--- config.mk ---
export PLATFORM = sky130hd
export DESIGN_NAME = dqc_front_end
export DESIGN_NICKNAME = d
export VERILOG_FILES = /design/src/design/dqc_pkg.sv /design/src/design/dqc_qmc_path.sv /design/src/design/dqc_front_end.sv
export SDC_FILE = /design/constraint.sdc
export NUM_CORES = 1
export LEC_CHECK = 0
export ABC_AREA = 0
export BUFFER_PORTS_ARGS = -buffer_cell sky130_fd_sc_hd__buf_2
export CORE_UTILIZATION = 64
export CTS_CLUSTER_SIZE = 14
export DETAILED_ROUTE_END_ITERATION = 6
export PLACE_DENSITY_LB_ADDON = 0.12
export RECOVER_POWER = 50
export SETUP_SLACK_MARGIN = 0.2
export SLEW_MARGIN = 20
export SYNTH_ARGS = -nofsm -noshare
export SYNTH_HDL_FRONTEND = slang
export SYNTH_SLANG_ARGS = --single-unit
--- constraint.sdc ---
create_clock -name mclk -period 11.48 [get_ports mclk]
set_input_delay 1.148 -clock mclk [delete_from_list [all_inputs] [get_ports mclk]]
set_output_delay 1.148 -clock mclk [all_outputs]
set_load 0.03 [all_outputs]
--- src/design/dqc_pkg.sv ---
// dqc_pkg: constants, register map and types of the dac clocking / correction front end
// assumes: one 50 MHz clock mclk, registers reached over an avalon-mm slave port
package dqc_pkg;

  // ****************************************
  // widths and clock
  // ****************************************
  localparam int MCLK_HZ = 50_000_000;
  localparam int DATA_W = 14;
  localparam int GAIN_W = 11;
  localparam int PHASE_W = 10;
  localparam int OFFSET_W = 13;
  localparam int GAIN_FRAC = 10;
  localparam int PHASE_FRAC = 12;
  localparam int ADDR_W = 8;
  localparam int PTR_W = 3;
  localparam int FIFO_DRIFT_LIMIT = 4;
  localparam logic [PTR_W-1:0] NEAR_TWO_DIST = 3'h2;
  localparam logic [PTR_W-1:0] NEAR_ONE_DIST = 3'h1;

  // ****************************************
  // register map (byte addresses)
  // ****************************************
  localparam logic [ADDR_W-1:0] REG_CTRL = 8'h00;
  localparam logic [ADDR_W-1:0] REG_GAIN_I = 8'h04;
  localparam logic [ADDR_W-1:0] REG_GAIN_Q = 8'h08;
  localparam logic [ADDR_W-1:0] REG_PHASE = 8'h0C;
  localparam logic [ADDR_W-1:0] REG_OFFSET_I = 8'h10;
  localparam logic [ADDR_W-1:0] REG_OFFSET_Q = 8'h14;
  localparam logic [ADDR_W-1:0] REG_PIN_SETUP = 8'h18;
  localparam logic [ADDR_W-1:0] REG_ALARM_STATUS = 8'h1C;
  localparam logic [ADDR_W-1:0] REG_STATE = 8'h20;

  localparam int CTRL_MODE_BIT = 0;
  localparam int CTRL_SYNC_BIT = 1;
  localparam int PIN_ROUTE_BIT = 7;
  localparam int PIN_FOUR_WIRE_BIT = 6;
  localparam int ST_NEAR_TWO_BIT = 0;
  localparam int ST_NEAR_ONE_BIT = 1;
  localparam int ST_COLLIDE_BIT = 2;
  localparam int STATUS_W = 3;

  localparam logic [GAIN_W-1:0] GAIN_RESET = 11'h400;
  localparam logic [PHASE_W-1:0] PHASE_RESET = 10'h000;
  localparam logic [OFFSET_W-1:0] OFFSET_RESET = 13'h0000;

  // ****************************************
  // types
  // ****************************************
  typedef enum logic {DQC_MODE_DUAL_OUT, DQC_MODE_DDR} dqc_mode_t;
  typedef enum logic {WORD_I, WORD_Q} dqc_word_t;

endpackage : dqc_pkg

--- src/design/dqc_qmc_path.sv ---
// dqc_qmc_path: one corrected channel, gain then cross phase term then offset, saturated
// assumes: inputs stable for the cycle in which inValid is high; result one edge later
`timescale 1ns/1ps
module dqc_qmc_path (
  input wire logic mclk,
  input wire logic rstn,
  input wire logic clear,
  input wire logic inValid,
  input wire logic signed [dqc_pkg::DATA_W-1:0] sampleMain,
  input wire logic signed [dqc_pkg::DATA_W-1:0] sampleCross,
  input wire logic [dqc_pkg::GAIN_W-1:0] gain,
  input wire logic signed [dqc_pkg::PHASE_W-1:0] phase,
  input wire logic signed [dqc_pkg::OFFSET_W-1:0] offset,
  output logic signed [dqc_pkg::DATA_W-1:0] outSample,
  output logic outValid
);
  import dqc_pkg::*;

  localparam int SUM_W = 20;
  localparam logic signed [SUM_W-1:0] SAT_MAX = 20'sh01FFF;
  localparam logic signed [SUM_W-1:0] SAT_MIN = -20'sh02000;

  typedef struct packed {
    logic signed [DATA_W-1:0] sample;
    logic valid;
  } dqc_qmc_state_t;

  dqc_qmc_state_t q;
  dqc_qmc_state_t d;
  logic signed [DATA_W+GAIN_W:0] gainProd;
  logic signed [DATA_W+PHASE_W-1:0] phaseProd;
  logic signed [SUM_W-1:0] sum;

  // clamp instead of wrap, so a large offset flattens the peak
  function automatic logic signed [DATA_W-1:0] saturate(input logic signed [SUM_W-1:0] v);
    if (v > SAT_MAX) begin
      return SAT_MAX[DATA_W-1:0];
    end else if (v < SAT_MIN) begin
      return SAT_MIN[DATA_W-1:0];
    end
    return v[DATA_W-1:0];
  endfunction : saturate

  always_comb begin
    gainProd = sampleMain * $signed({1'b0, gain});
    phaseProd = sampleCross * phase;
    // gain first, offset last, so lowering the gain leaves room for the offset
    sum = SUM_W'(gainProd >>> GAIN_FRAC) + SUM_W'(phaseProd >>> PHASE_FRAC)
      + SUM_W'(offset);
    d = q;
    d.valid = inValid;
    if (inValid) begin
      d.sample = saturate(sum);
    end
    if (clear) begin
      d.sample = '0;
      d.valid = 1'b0;
    end
  end

  always_ff @(posedge mclk or negedge rstn) begin
    if (!rstn) begin
      q <= '0;
    end else begin
      q <= d;
    end
  end

  assign outSample = q.sample;
  assign outValid = q.valid;
endmodule : dqc_qmc_path

--- src/design/dqc_front_end.sv ---
// dqc_front_end: input word latching, sample clock division, fifo proximity alarms and
// quadrature correction of a dual 14-bit dac, with an avalon-mm register slave
// assumes: mclk is the conversion clock; data, marker and sync pins arrive synchronous
// to it; the fall-edge word of ddr mode is captured by pad logic and offered on dataInFall
`timescale 1ns/1ps
module dqc_front_end (
  input wire logic mclk,
  input wire logic rstn,
  // avalon-mm slave
  input wire logic [dqc_pkg::ADDR_W-1:0] avs_address,
  input wire logic avs_read,
  input wire logic avs_write,
  input wire logic [31:0] avs_writedata,
  output logic [31:0] avs_readdata,
  output logic avs_waitrequest,
  // sample source side
  input wire logic [dqc_pkg::DATA_W-1:0] dataIn,
  input wire logic [dqc_pkg::DATA_W-1:0] dataInFall,
  input wire logic iqPhaseMarker,
  input wire logic blockSync,
  output logic ioClkOut,
  output logic ioClkOe,
  // input fifo pointers
  input wire logic [dqc_pkg::PTR_W-1:0] fifoWrPtr,
  input wire logic [dqc_pkg::PTR_W-1:0] fifoRdPtr,
  output logic alarmNearTwo,
  output logic alarmNearOne,
  output logic alarmPinOut,
  // converter side
  output logic sampleClkOut,
  output logic [dqc_pkg::DATA_W-1:0] dacI,
  output logic [dqc_pkg::DATA_W-1:0] dacQ,
  output logic dacValid
);
  import dqc_pkg::*;

  // ****************************************
  // state
  // ****************************************
  typedef struct packed {
    dqc_mode_t mode;
    logic [GAIN_W-1:0] gainI;
    logic [GAIN_W-1:0] gainQ;
    logic [PHASE_W-1:0] phase;
    logic [OFFSET_W-1:0] offsetI;
    logic [OFFSET_W-1:0] offsetQ;
    logic alarmRoute;
    logic fourWire;
    logic [STATUS_W-1:0] status;
    dqc_word_t wordPhase;
    logic [DATA_W-1:0] iHold;
    logic [DATA_W-1:0] pairI;
    logic [DATA_W-1:0] pairQ;
    logic pairValid;
    logic ioClk;
    logic sampleClk;
    logic ack;
    logic [31:0] rdata;
  } dqc_fe_state_t;

  dqc_fe_state_t q;
  dqc_fe_state_t d;
  logic busReq;
  logic wrTake;
  logic softSync;
  logic modeChange;
  logic syncHit;
  logic [PTR_W-1:0] distFwd;
  logic [PTR_W-1:0] distBack;
  logic nearTwo;
  logic nearOne;
  logic collide;
  logic [STATUS_W-1:0] events;
  logic [STATUS_W-1:0] clearMask;

  function automatic logic hit(input logic [ADDR_W-1:0] a, input logic [ADDR_W-1:0] reg_a);
    return a == reg_a;
  endfunction : hit

  // ****************************************
  // fifo proximity alarms
  // ****************************************
  // eight entries give four words of drift room either way
  always_comb begin
    distFwd = fifoWrPtr - fifoRdPtr;
    distBack = fifoRdPtr - fifoWrPtr;
    // pure gates from the pointers, no clock in the path
    nearTwo = (distFwd <= NEAR_TWO_DIST) || (distBack <= NEAR_TWO_DIST);
    nearOne = (distFwd <= NEAR_ONE_DIST) || (distBack <= NEAR_ONE_DIST);
    collide = (distFwd == '0);
    events = '0;
    events[ST_NEAR_TWO_BIT] = nearTwo;
    events[ST_NEAR_ONE_BIT] = nearOne;
    events[ST_COLLIDE_BIT] = collide;
  end

  assign alarmNearTwo = nearTwo;
  assign alarmNearOne = nearOne;
  // pin shared with serial data out, so it carries alarms only in three-wire use
  assign alarmPinOut = q.alarmRoute && !q.fourWire && nearTwo;

  // ****************************************
  // bus handshake
  // ****************************************
  // every access waits exactly one cycle, then completes
  assign busReq = avs_read || avs_write;
  assign avs_waitrequest = busReq && !q.ack;
  assign wrTake = avs_write && q.ack;
  assign softSync = wrTake && hit(avs_address, REG_CTRL) && avs_writedata[CTRL_SYNC_BIT];
  assign modeChange = wrTake && hit(avs_address, REG_CTRL)
    && (avs_writedata[CTRL_MODE_BIT] != q.mode);
  assign syncHit = blockSync || softSync || modeChange;
  assign clearMask = (wrTake && hit(avs_address, REG_ALARM_STATUS))
    ? avs_writedata[STATUS_W-1:0] : '0;

  // ****************************************
  // next state
  // ****************************************
  always_comb begin
    d = q;
    d.pairValid = 1'b0;
    d.ack = busReq && !q.ack;
    if (avs_read && !q.ack) begin
      d.rdata = '0;
      unique case (avs_address)
        REG_CTRL: d.rdata[CTRL_MODE_BIT] = q.mode;
        REG_GAIN_I: d.rdata[GAIN_W-1:0] = q.gainI;
        REG_GAIN_Q: d.rdata[GAIN_W-1:0] = q.gainQ;
        REG_PHASE: d.rdata[PHASE_W-1:0] = q.phase;
        REG_OFFSET_I: d.rdata[OFFSET_W-1:0] = q.offsetI;
        REG_OFFSET_Q: d.rdata[OFFSET_W-1:0] = q.offsetQ;
        REG_PIN_SETUP: begin
          d.rdata[PIN_ROUTE_BIT] = q.alarmRoute;
          d.rdata[PIN_FOUR_WIRE_BIT] = q.fourWire;
        end
        REG_ALARM_STATUS: d.rdata[STATUS_W-1:0] = q.status;
        REG_STATE: d.rdata[0] = q.wordPhase;
        default: d.rdata = '0;
      endcase
    end
    if (wrTake) begin
      unique case (avs_address)
        REG_CTRL: d.mode = dqc_mode_t'(avs_writedata[CTRL_MODE_BIT]);
        REG_GAIN_I: d.gainI = avs_writedata[GAIN_W-1:0];
        REG_GAIN_Q: d.gainQ = avs_writedata[GAIN_W-1:0];
        REG_PHASE: d.phase = avs_writedata[PHASE_W-1:0];
        REG_OFFSET_I: d.offsetI = avs_writedata[OFFSET_W-1:0];
        REG_OFFSET_Q: d.offsetQ = avs_writedata[OFFSET_W-1:0];
        REG_PIN_SETUP: begin
          d.alarmRoute = avs_writedata[PIN_ROUTE_BIT];
          d.fourWire = avs_writedata[PIN_FOUR_WIRE_BIT];
        end
        default: d.mode = q.mode;
      endcase
    end
    // write one to clear; a new event in the same cycle wins
    d.status = (q.status & ~clearMask) | events;

    // word latching, no fifo on either path, so latency is fixed
    if (syncHit) begin
      d.wordPhase = WORD_I;
      d.iHold = '0;
      d.sampleClk = 1'b0;
      d.ioClk = 1'b0;
    end else if (q.mode == DQC_MODE_DUAL_OUT) begin
      d.ioClk = !q.ioClk;
      // marker forces the I slot, whether it is a pattern or one pulse
      if (iqPhaseMarker || q.wordPhase == WORD_I) begin
        d.iHold = dataIn;
        d.wordPhase = WORD_Q;
        d.sampleClk = 1'b1;
      end else begin
        d.pairI = q.iHold;
        d.pairQ = dataIn;
        d.pairValid = 1'b1;
        d.wordPhase = WORD_I;
        d.sampleClk = 1'b0;
      end
    end else begin
      // both edges' words come in the same cycle, one pair per clock
      d.pairI = dataIn;
      d.pairQ = dataInFall;
      d.pairValid = 1'b1;
      d.sampleClk = !q.sampleClk;
      d.ioClk = 1'b0;
      d.wordPhase = WORD_I;
    end
  end

  always_ff @(posedge mclk or negedge rstn) begin
    if (!rstn) begin
      q <= '{mode: DQC_MODE_DUAL_OUT, gainI: GAIN_RESET, gainQ: GAIN_RESET,
        phase: PHASE_RESET, offsetI: OFFSET_RESET, offsetQ: OFFSET_RESET,
        wordPhase: WORD_I, default: '0};
    end else begin
      q <= d;
    end
  end

  assign avs_readdata = q.rdata;
  assign ioClkOut = q.ioClk;
  assign ioClkOe = (q.mode == DQC_MODE_DUAL_OUT);
  assign sampleClkOut = q.sampleClk;

  // ****************************************
  // correction paths
  // ****************************************
  logic dacValidI;
  logic dacValidQ;

  dqc_qmc_path uPathI (
    .mclk(mclk),
    .rstn(rstn),
    .clear(syncHit),
    .inValid(q.pairValid),
    .sampleMain(q.pairI),
    .sampleCross(q.pairQ),
    .gain(q.gainI),
    .phase(PHASE_RESET),
    .offset(q.offsetI),
    .outSample(dacI),
    .outValid(dacValidI)
  );

  dqc_qmc_path uPathQ (
    .mclk(mclk),
    .rstn(rstn),
    .clear(syncHit),
    .inValid(q.pairValid),
    .sampleMain(q.pairQ),
    .sampleCross(q.pairI),
    .gain(q.gainQ),
    .phase(q.phase),
    .offset(q.offsetQ),
    .outSample(dacQ),
    .outValid(dacValidQ)
  );

  assign dacValid = dacValidI && dacValidQ;
endmodule : dqc_front_end

==> flow_summary.html <==
<table>
<tr><th>Metric</th><th>Value</th></tr>
<tr><th colspan="2">Worst setup path</th></tr>
<tr><td>Critical Path RT</td><td>11.77 ns</td></tr>
<tr><td>Critical Path Start</td><td>q[56]</td></tr>
<tr><td>Crit Reg-Reg Startpoint</td><td>q[56]</td></tr>
<tr><td>Crit path top cell by count</td><td>sky130_fd_sc_hd__fa_1</td></tr>
<tr><td>WP data arrival</td><td>10.18 ns</td></tr>
<tr><td>R2R setup slack</td><td>1.59 ns</td></tr>
<tr><td>Path depth of the worst reg2reg path</td><td>27</td></tr>
<tr><td>Cell with the largest stage delay on the worst path</td><td>sky130_fd_sc_hd__dfrtp_1</td></tr>
<tr><td>CP Class</td><td>flop to flop</td></tr>
<tr><td>Maximum fanout along the worst path</td><td>22</td></tr>
<tr><td>Maximum cell stage delay along the critical path</td><td>1.05 ns</td></tr>
<tr><td>Crit start category</td><td>flop</td></tr>
<tr><td>Nature of the critical path endpoint</td><td>flop</td></tr>
<tr><td>Worst flop-to-flop path endpoint</td><td>uPathQ.outSample[2]</td></tr>
<tr><th colspan="2">GRT</th></tr>
<tr><td>Number of global-route vias before repair</td><td>19.77k</td></tr>
<tr><td>Global-route wire length before repair</td><td>103.2 mm</td></tr>
<tr><td>Antenna violations before repair</td><td>6</td></tr>
<tr><td>Largest net degree at the start of global routing</td><td>103</td></tr>
<tr><td>Tot GR Track Use</td><td>0.3391</td></tr>
<tr><td>Congestion Overflow GR</td><td>0</td></tr>
<tr><th colspan="2">Timing</th></tr>
<tr><td>Final Setup Violations</td><td>0</td></tr>
<tr><td>Setup Total Neg Slack</td><td>0 ns</td></tr>
<tr><td>Min cycle time layout</td><td>9.891 ns</td></tr>
<tr><td>F_max</td><td>101.1 MHz</td></tr>
<tr><td>Unrepaired setup endpoints after global routing</td><td>false</td></tr>
<tr><td>Final worst-path setup slack</td><td>1.589 ns</td></tr>
<tr><td>Final slew viol count</td><td>156</td></tr>
<tr><td>Tightest hold margin</td><td>0.4322 ns</td></tr>
<tr><td>Actual transition at the worst max-transition pin</td><td>5.628 ns</td></tr>
<tr><td>Slew headroom</td><td>-2.752</td></tr>
<tr><td>Worst clock skew</td><td>0.01315 ns</td></tr>
<tr><td>Final cycle utilization of the critical path</td><td>0.8616</td></tr>
<tr><td>Number of hold violations in the final report</td><td>0</td></tr>
<tr><th colspan="2">Place</th></tr>
<tr><td>Cell area after placement</td><td>25660 sq um</td></tr>
<tr><td>Placed wire-length estimate after detailed placement</td><td>48.36 mm</td></tr>
<tr><td>Cell total after placement</td><td>3242</td></tr>
<tr><td>Post-place setup slack</td><td>1.642 ns</td></tr>
<tr><td>Port Buffer Count</td><td>109</td></tr>
<tr><td>Global placer's final weighted congestion</td><td>0.9222</td></tr>
<tr><th colspan="2">Finish</th></tr>
<tr><td>Synth-to-layout area growth</td><td>5.065%</td></tr>
<tr><td>Final Core Density</td><td>0.6894</td></tr>
<tr><td>Share of layout cells above drive strength 1</td><td>0.06913</td></tr>
<tr><td>Post-route cell area</td><td>26210 sq um</td></tr>
<tr><td>Multi-input gate area</td><td>18230 sq um</td></tr>
<tr><td>NumNets Final</td><td>3452</td></tr>
<tr><td>Filler-free cell count of the finished design</td><td>3275</td></tr>
<tr><td>Area of all sequential standard cells</td><td>3831 sq um</td></tr>
<tr><td>Number of filler cells placed in the layout</td><td>3115</td></tr>
<tr><td>Most common library cell in the layout ignoring fill and taps</td><td>sky130_fd_sc_hd__inv_1</td></tr>
<tr><td>Most frequent cells in the layout</td><td>607 x sky130_fd_sc_hd__inv_1, 426 x sky130_fd_sc_hd__fa_1, 355 x sky130_fd_sc_hd__nand2_1</td></tr>
<tr><th colspan="2">Detailed routing</th></tr>
<tr><td>DRC</td><td>0</td></tr>
<tr><td>Initial DRC Count</td><td>1432</td></tr>
<tr><td>Initial DRT Pass Iterations</td><td>7</td></tr>
<tr><td>Routed wire length</td><td>62.04 mm</td></tr>
<tr><td>DR vias</td><td>19.08k</td></tr>
<tr><td>Post-DR wirelength/cell</td><td>18.94 um</td></tr>
<tr><td>Antenna Violating Nets Remaining</td><td>0</td></tr>
<tr><td>Vias per cell</td><td>5.825</td></tr>
<tr><th colspan="2">Synth</th></tr>
<tr><td>Ys async rst share</td><td>1.000</td></tr>
<tr><td>Synth Instances</td><td>2733</td></tr>
<tr><td>Yosys reg bits</td><td>153</td></tr>
<tr><td>Fraction of post-synthesis cell area in the top cell type by area</td><td>0.3418</td></tr>
<tr><td>Average size of a mapped cell</td><td>9.128 sq um</td></tr>
<tr><td>Library cells used by synthesis</td><td>75</td></tr>
<tr><td>Predominant post-synthesis flop cell</td><td>sky130_fd_sc_hd__dfrtp_1</td></tr>
<tr><td>Top post-synthesis cells by area</td><td>sky130_fd_sc_hd__fa_1 34%, sky130_fd_sc_hd__dfrtp_1 15%, sky130_fd_sc_hd__ha_1 9.8%</td></tr>
<tr><td>Sequential share of the synthesized area</td><td>0.1536</td></tr>
<tr><td>Synth warnings</td><td>0</td></tr>
<tr><td>Post-synthesis cell type with the largest combined area</td><td>sky130_fd_sc_hd__fa_1</td></tr>
<tr><td>Cell area after synthesis</td><td>24950 sq um</td></tr>
<tr><td>Count of flip-flops with a built-in enable after synthesis</td><td>0</td></tr>
<tr><th colspan="2">Power and ir drop</th></tr>
<tr><td>Static leakage</td><td>13.73 nW</td></tr>
<tr><td>Total internal power</td><td>1.091 mW</td></tr>
<tr><td>Share of power burned in registers</td><td>0.375</td></tr>
<tr><td>Power per unit of standard cell area</td><td>70.63 nW/um^2</td></tr>
<tr><td>Part of the power in the clock network</td><td>0.322</td></tr>
<tr><td>Psw</td><td>0.7607 mW</td></tr>
<tr><td>Max VDD drop</td><td>0.1098 mV</td></tr>
<tr><td>Switching power as a share of total power</td><td>0.4109</td></tr>
<tr><td>Total power draw</td><td>1.851 mW</td></tr>
<tr><td>Relative contribution of combinational cells to total power</td><td>0.303</td></tr>
<tr><th colspan="2">Hold path</th></tr>
<tr><td>Launch instance of the worst min-delay path</td><td>ioClkOut</td></tr>
<tr><td>WHS Endpoint</td><td>ioClkOut</td></tr>
<tr><td>Kind of path behind the tightest hold check</td><td>flop to flop</td></tr>
<tr><td>Worst hold path depth</td><td>1</td></tr>
<tr><th colspan="2">CTS</th></tr>
<tr><td>Number of buffers added for setup after CTS</td><td>0</td></tr>
<tr><td>Post_cts resized</td><td>0</td></tr>
<tr><td>CTS Hold Buffers Added</td><td>0</td></tr>
<tr><td>Clk sink count</td><td>153</td></tr>
<tr><td>Clock tree from TritonCTS</td><td>built</td></tr>
<tr><td>Worst-skew pair later-pin latency</td><td>0.45 ns</td></tr>
<tr><td>Clk buf depth</td><td>2</td></tr>
<tr><td>Clock-pin slew on the worst setup and hold paths</td><td>0.07 ns</td></tr>
<tr><td>Number of buffers inserted during clock tree synthesis</td><td>17</td></tr>
<tr><td>Cell chosen for the clock root</td><td>sky130_fd_sc_hd__clkbuf_16</td></tr>
<tr><td>H-tree levels</td><td>4</td></tr>
<tr><th colspan="2">Die</th></tr>
<tr><td>Top-level port count</td><td>148</td></tr>
<tr><td>Core outline area</td><td>38020 sq um</td></tr>
<tr><td>Die outline area</td><td>39770 sq um</td></tr>
<tr><td>Initial Utilization</td><td>0.6561</td></tr>
<tr><td>Chip height</td><td>199.4 um</td></tr>
<tr><td>Core Rows</td><td>71</td></tr>
<tr><td>Die Span X</td><td>199.4 um</td></tr>
<tr><th colspan="2">Status</th></tr>
<tr><td>Run status</td><td>complete, but fails checks</td></tr>
<tr><td>Violations in the final reports</td><td>max-capacitance violations, max-slew violations</td></tr>
<tr><th colspan="2">Flow run</th></tr>
<tr><td>Max-cap violations</td><td>2</td></tr>
</table>
## flip-flops by register name (all words and copies together) (netlist names)
signal	flops
uPathI.outSample	14
uPathI.outValid	1
ioClkOut	1
uPathQ.outSample	14
avs_readdata	13
q	109
sampleClkOut	1
## worst max path at each step
| stage | endpoint | slack, ns |
|---|---|---|
| after floorplan | uPathQ.outSample[10] | 3.46 |
| after global placement | uPathQ.outSample[11] | 1.90 |
| after detailed placement | uPathQ.outSample[9] | 1.64 |
| after CTS | uPathQ.outSample[2] | 1.58 |
| after global routing | uPathQ.outSample[2] | 0.88 |
| final | uPathQ.outSample[2] | 1.59 |
## routing by layer
metal / up-vias / GRT usage / part of all wire
met5: - / 0 / 0.00064
met4: 6 / 0.1122 / 0.031
met3: 132 / 0.05333 / 0.076
met2: 779 / 0.5494 / 0.48
met1: 9738 / 0.4684 / 0.41
li1: 8423 / - / -
## Yosys cell counts, types with 3 or more instances
cell and number:
sky130_fd_sc_hd__nand2_1 355, sky130_fd_sc_hd__a31oi_1 7, sky130_fd_sc_hd__o21ai_1 4, sky130_fd_sc_hd__dfrtp_1 151, sky130_fd_sc_hd__nand4_1 4, sky130_fd_sc_hd__and2_1 173, sky130_fd_sc_hd__mux2_2 61, sky130_fd_sc_hd__nor3_1 23
sky130_fd_sc_hd__a22oi_1 18, sky130_fd_sc_hd__nor2_1 63, sky130_fd_sc_hd__o22ai_1 3, sky130_fd_sc_hd__o211ai_1 11, sky130_fd_sc_hd__or3_1 5, sky130_fd_sc_hd__a211oi_1 12, sky130_fd_sc_hd__inv_1 607, sky130_fd_sc_hd__ha_1 196
sky130_fd_sc_hd__nand3_1 16, sky130_fd_sc_hd__o21bai_1 6, sky130_fd_sc_hd__a222oi_1 14, sky130_fd_sc_hd__a21oi_1 98, sky130_fd_sc_hd__o311ai_1 3, sky130_fd_sc_hd__nor4_1 6, sky130_fd_sc_hd__o21a_1 15, sky130_fd_sc_hd__o221ai_1 3
sky130_fd_sc_hd__o21ai_0 58, sky130_fd_sc_hd__and3_1 32, sky130_fd_sc_hd__a21boi_0 6, sky130_fd_sc_hd__clkbuf_1 106, sky130_fd_sc_hd__a2111oi_0 3, sky130_fd_sc_hd__buf_1 3, sky130_fd_sc_hd__nand2b_1 13, sky130_fd_sc_hd__a22o_1 15
sky130_fd_sc_hd__fa_1 426, sky130_fd_sc_hd__a21o_1 31, sky130_fd_sc_hd__buf_2 3, sky130_fd_sc_hd__nor2b_1 12, sky130_fd_sc_hd__buf_4 34, sky130_fd_sc_hd__xnor2_1 55, sky130_fd_sc_hd__xor2_1 27, sky130_fd_sc_hd__o31ai_1 3
## final cells by class
class / count / share of cell area
well taps: 511 / 0.02439
clock buffers: 17 / 0.01623
multi-input cells: 1844 / 0.6953
repair buffers: 126 / 0.02325
flip-flops and latches: 153 / 0.1462
inverters: 608 / 0.08707
diodes: 1 / 0.00009547
clock inverters: 15 / 0.007494
## power groups by stage
stage | Combinational (mW) | Clock [mW] | Sequential [mW]
finish | 0.561 | 0.596 | 0.694
detailed placement | 0.555 | 0 | 0.698
floorplan | 0.432 | 0 | 0.627
global placement | 0.536 | 0 | 0.696
CTS | 0.562 | 0.600 | 0.689
global route | 0.627 | 0.621 | 0.699
## worst max-delay path: cells and delay by family (launching register included)
family / cells / cell delay [ns]
AND/OR/NAND/NOR: 6 / 1.63
flip-flops: 1 / 1.05
multiplexers: 1 / 0.24
adder cells (fa/ha/maj): 8 / 3.76
buffers and inverters: 3 / 0.14
AO/OA/AOI/OAI: 9 / 2.92
## kinds of logic (layout without fill, tap and decap cells)
logic type / Yosys count / after routing / synth area share
other: 1 / 20 / 0.0001503
buffers and inverters: 754 / 766 / 0.1187
and+or+nand+nor: 717 / 717 / 0.1369
DFF: 153 / 153 / 0.1536
adders and majority gates: 622 / 622 / 0.4401
xor gates and xnor gates: 82 / 82 / 0.02879
muxes: 63 / 63 / 0.02834
AOI/OAI and AO/OA: 341 / 341 / 0.09344
No activity file was read; power rests on OpenSTA's default activity.
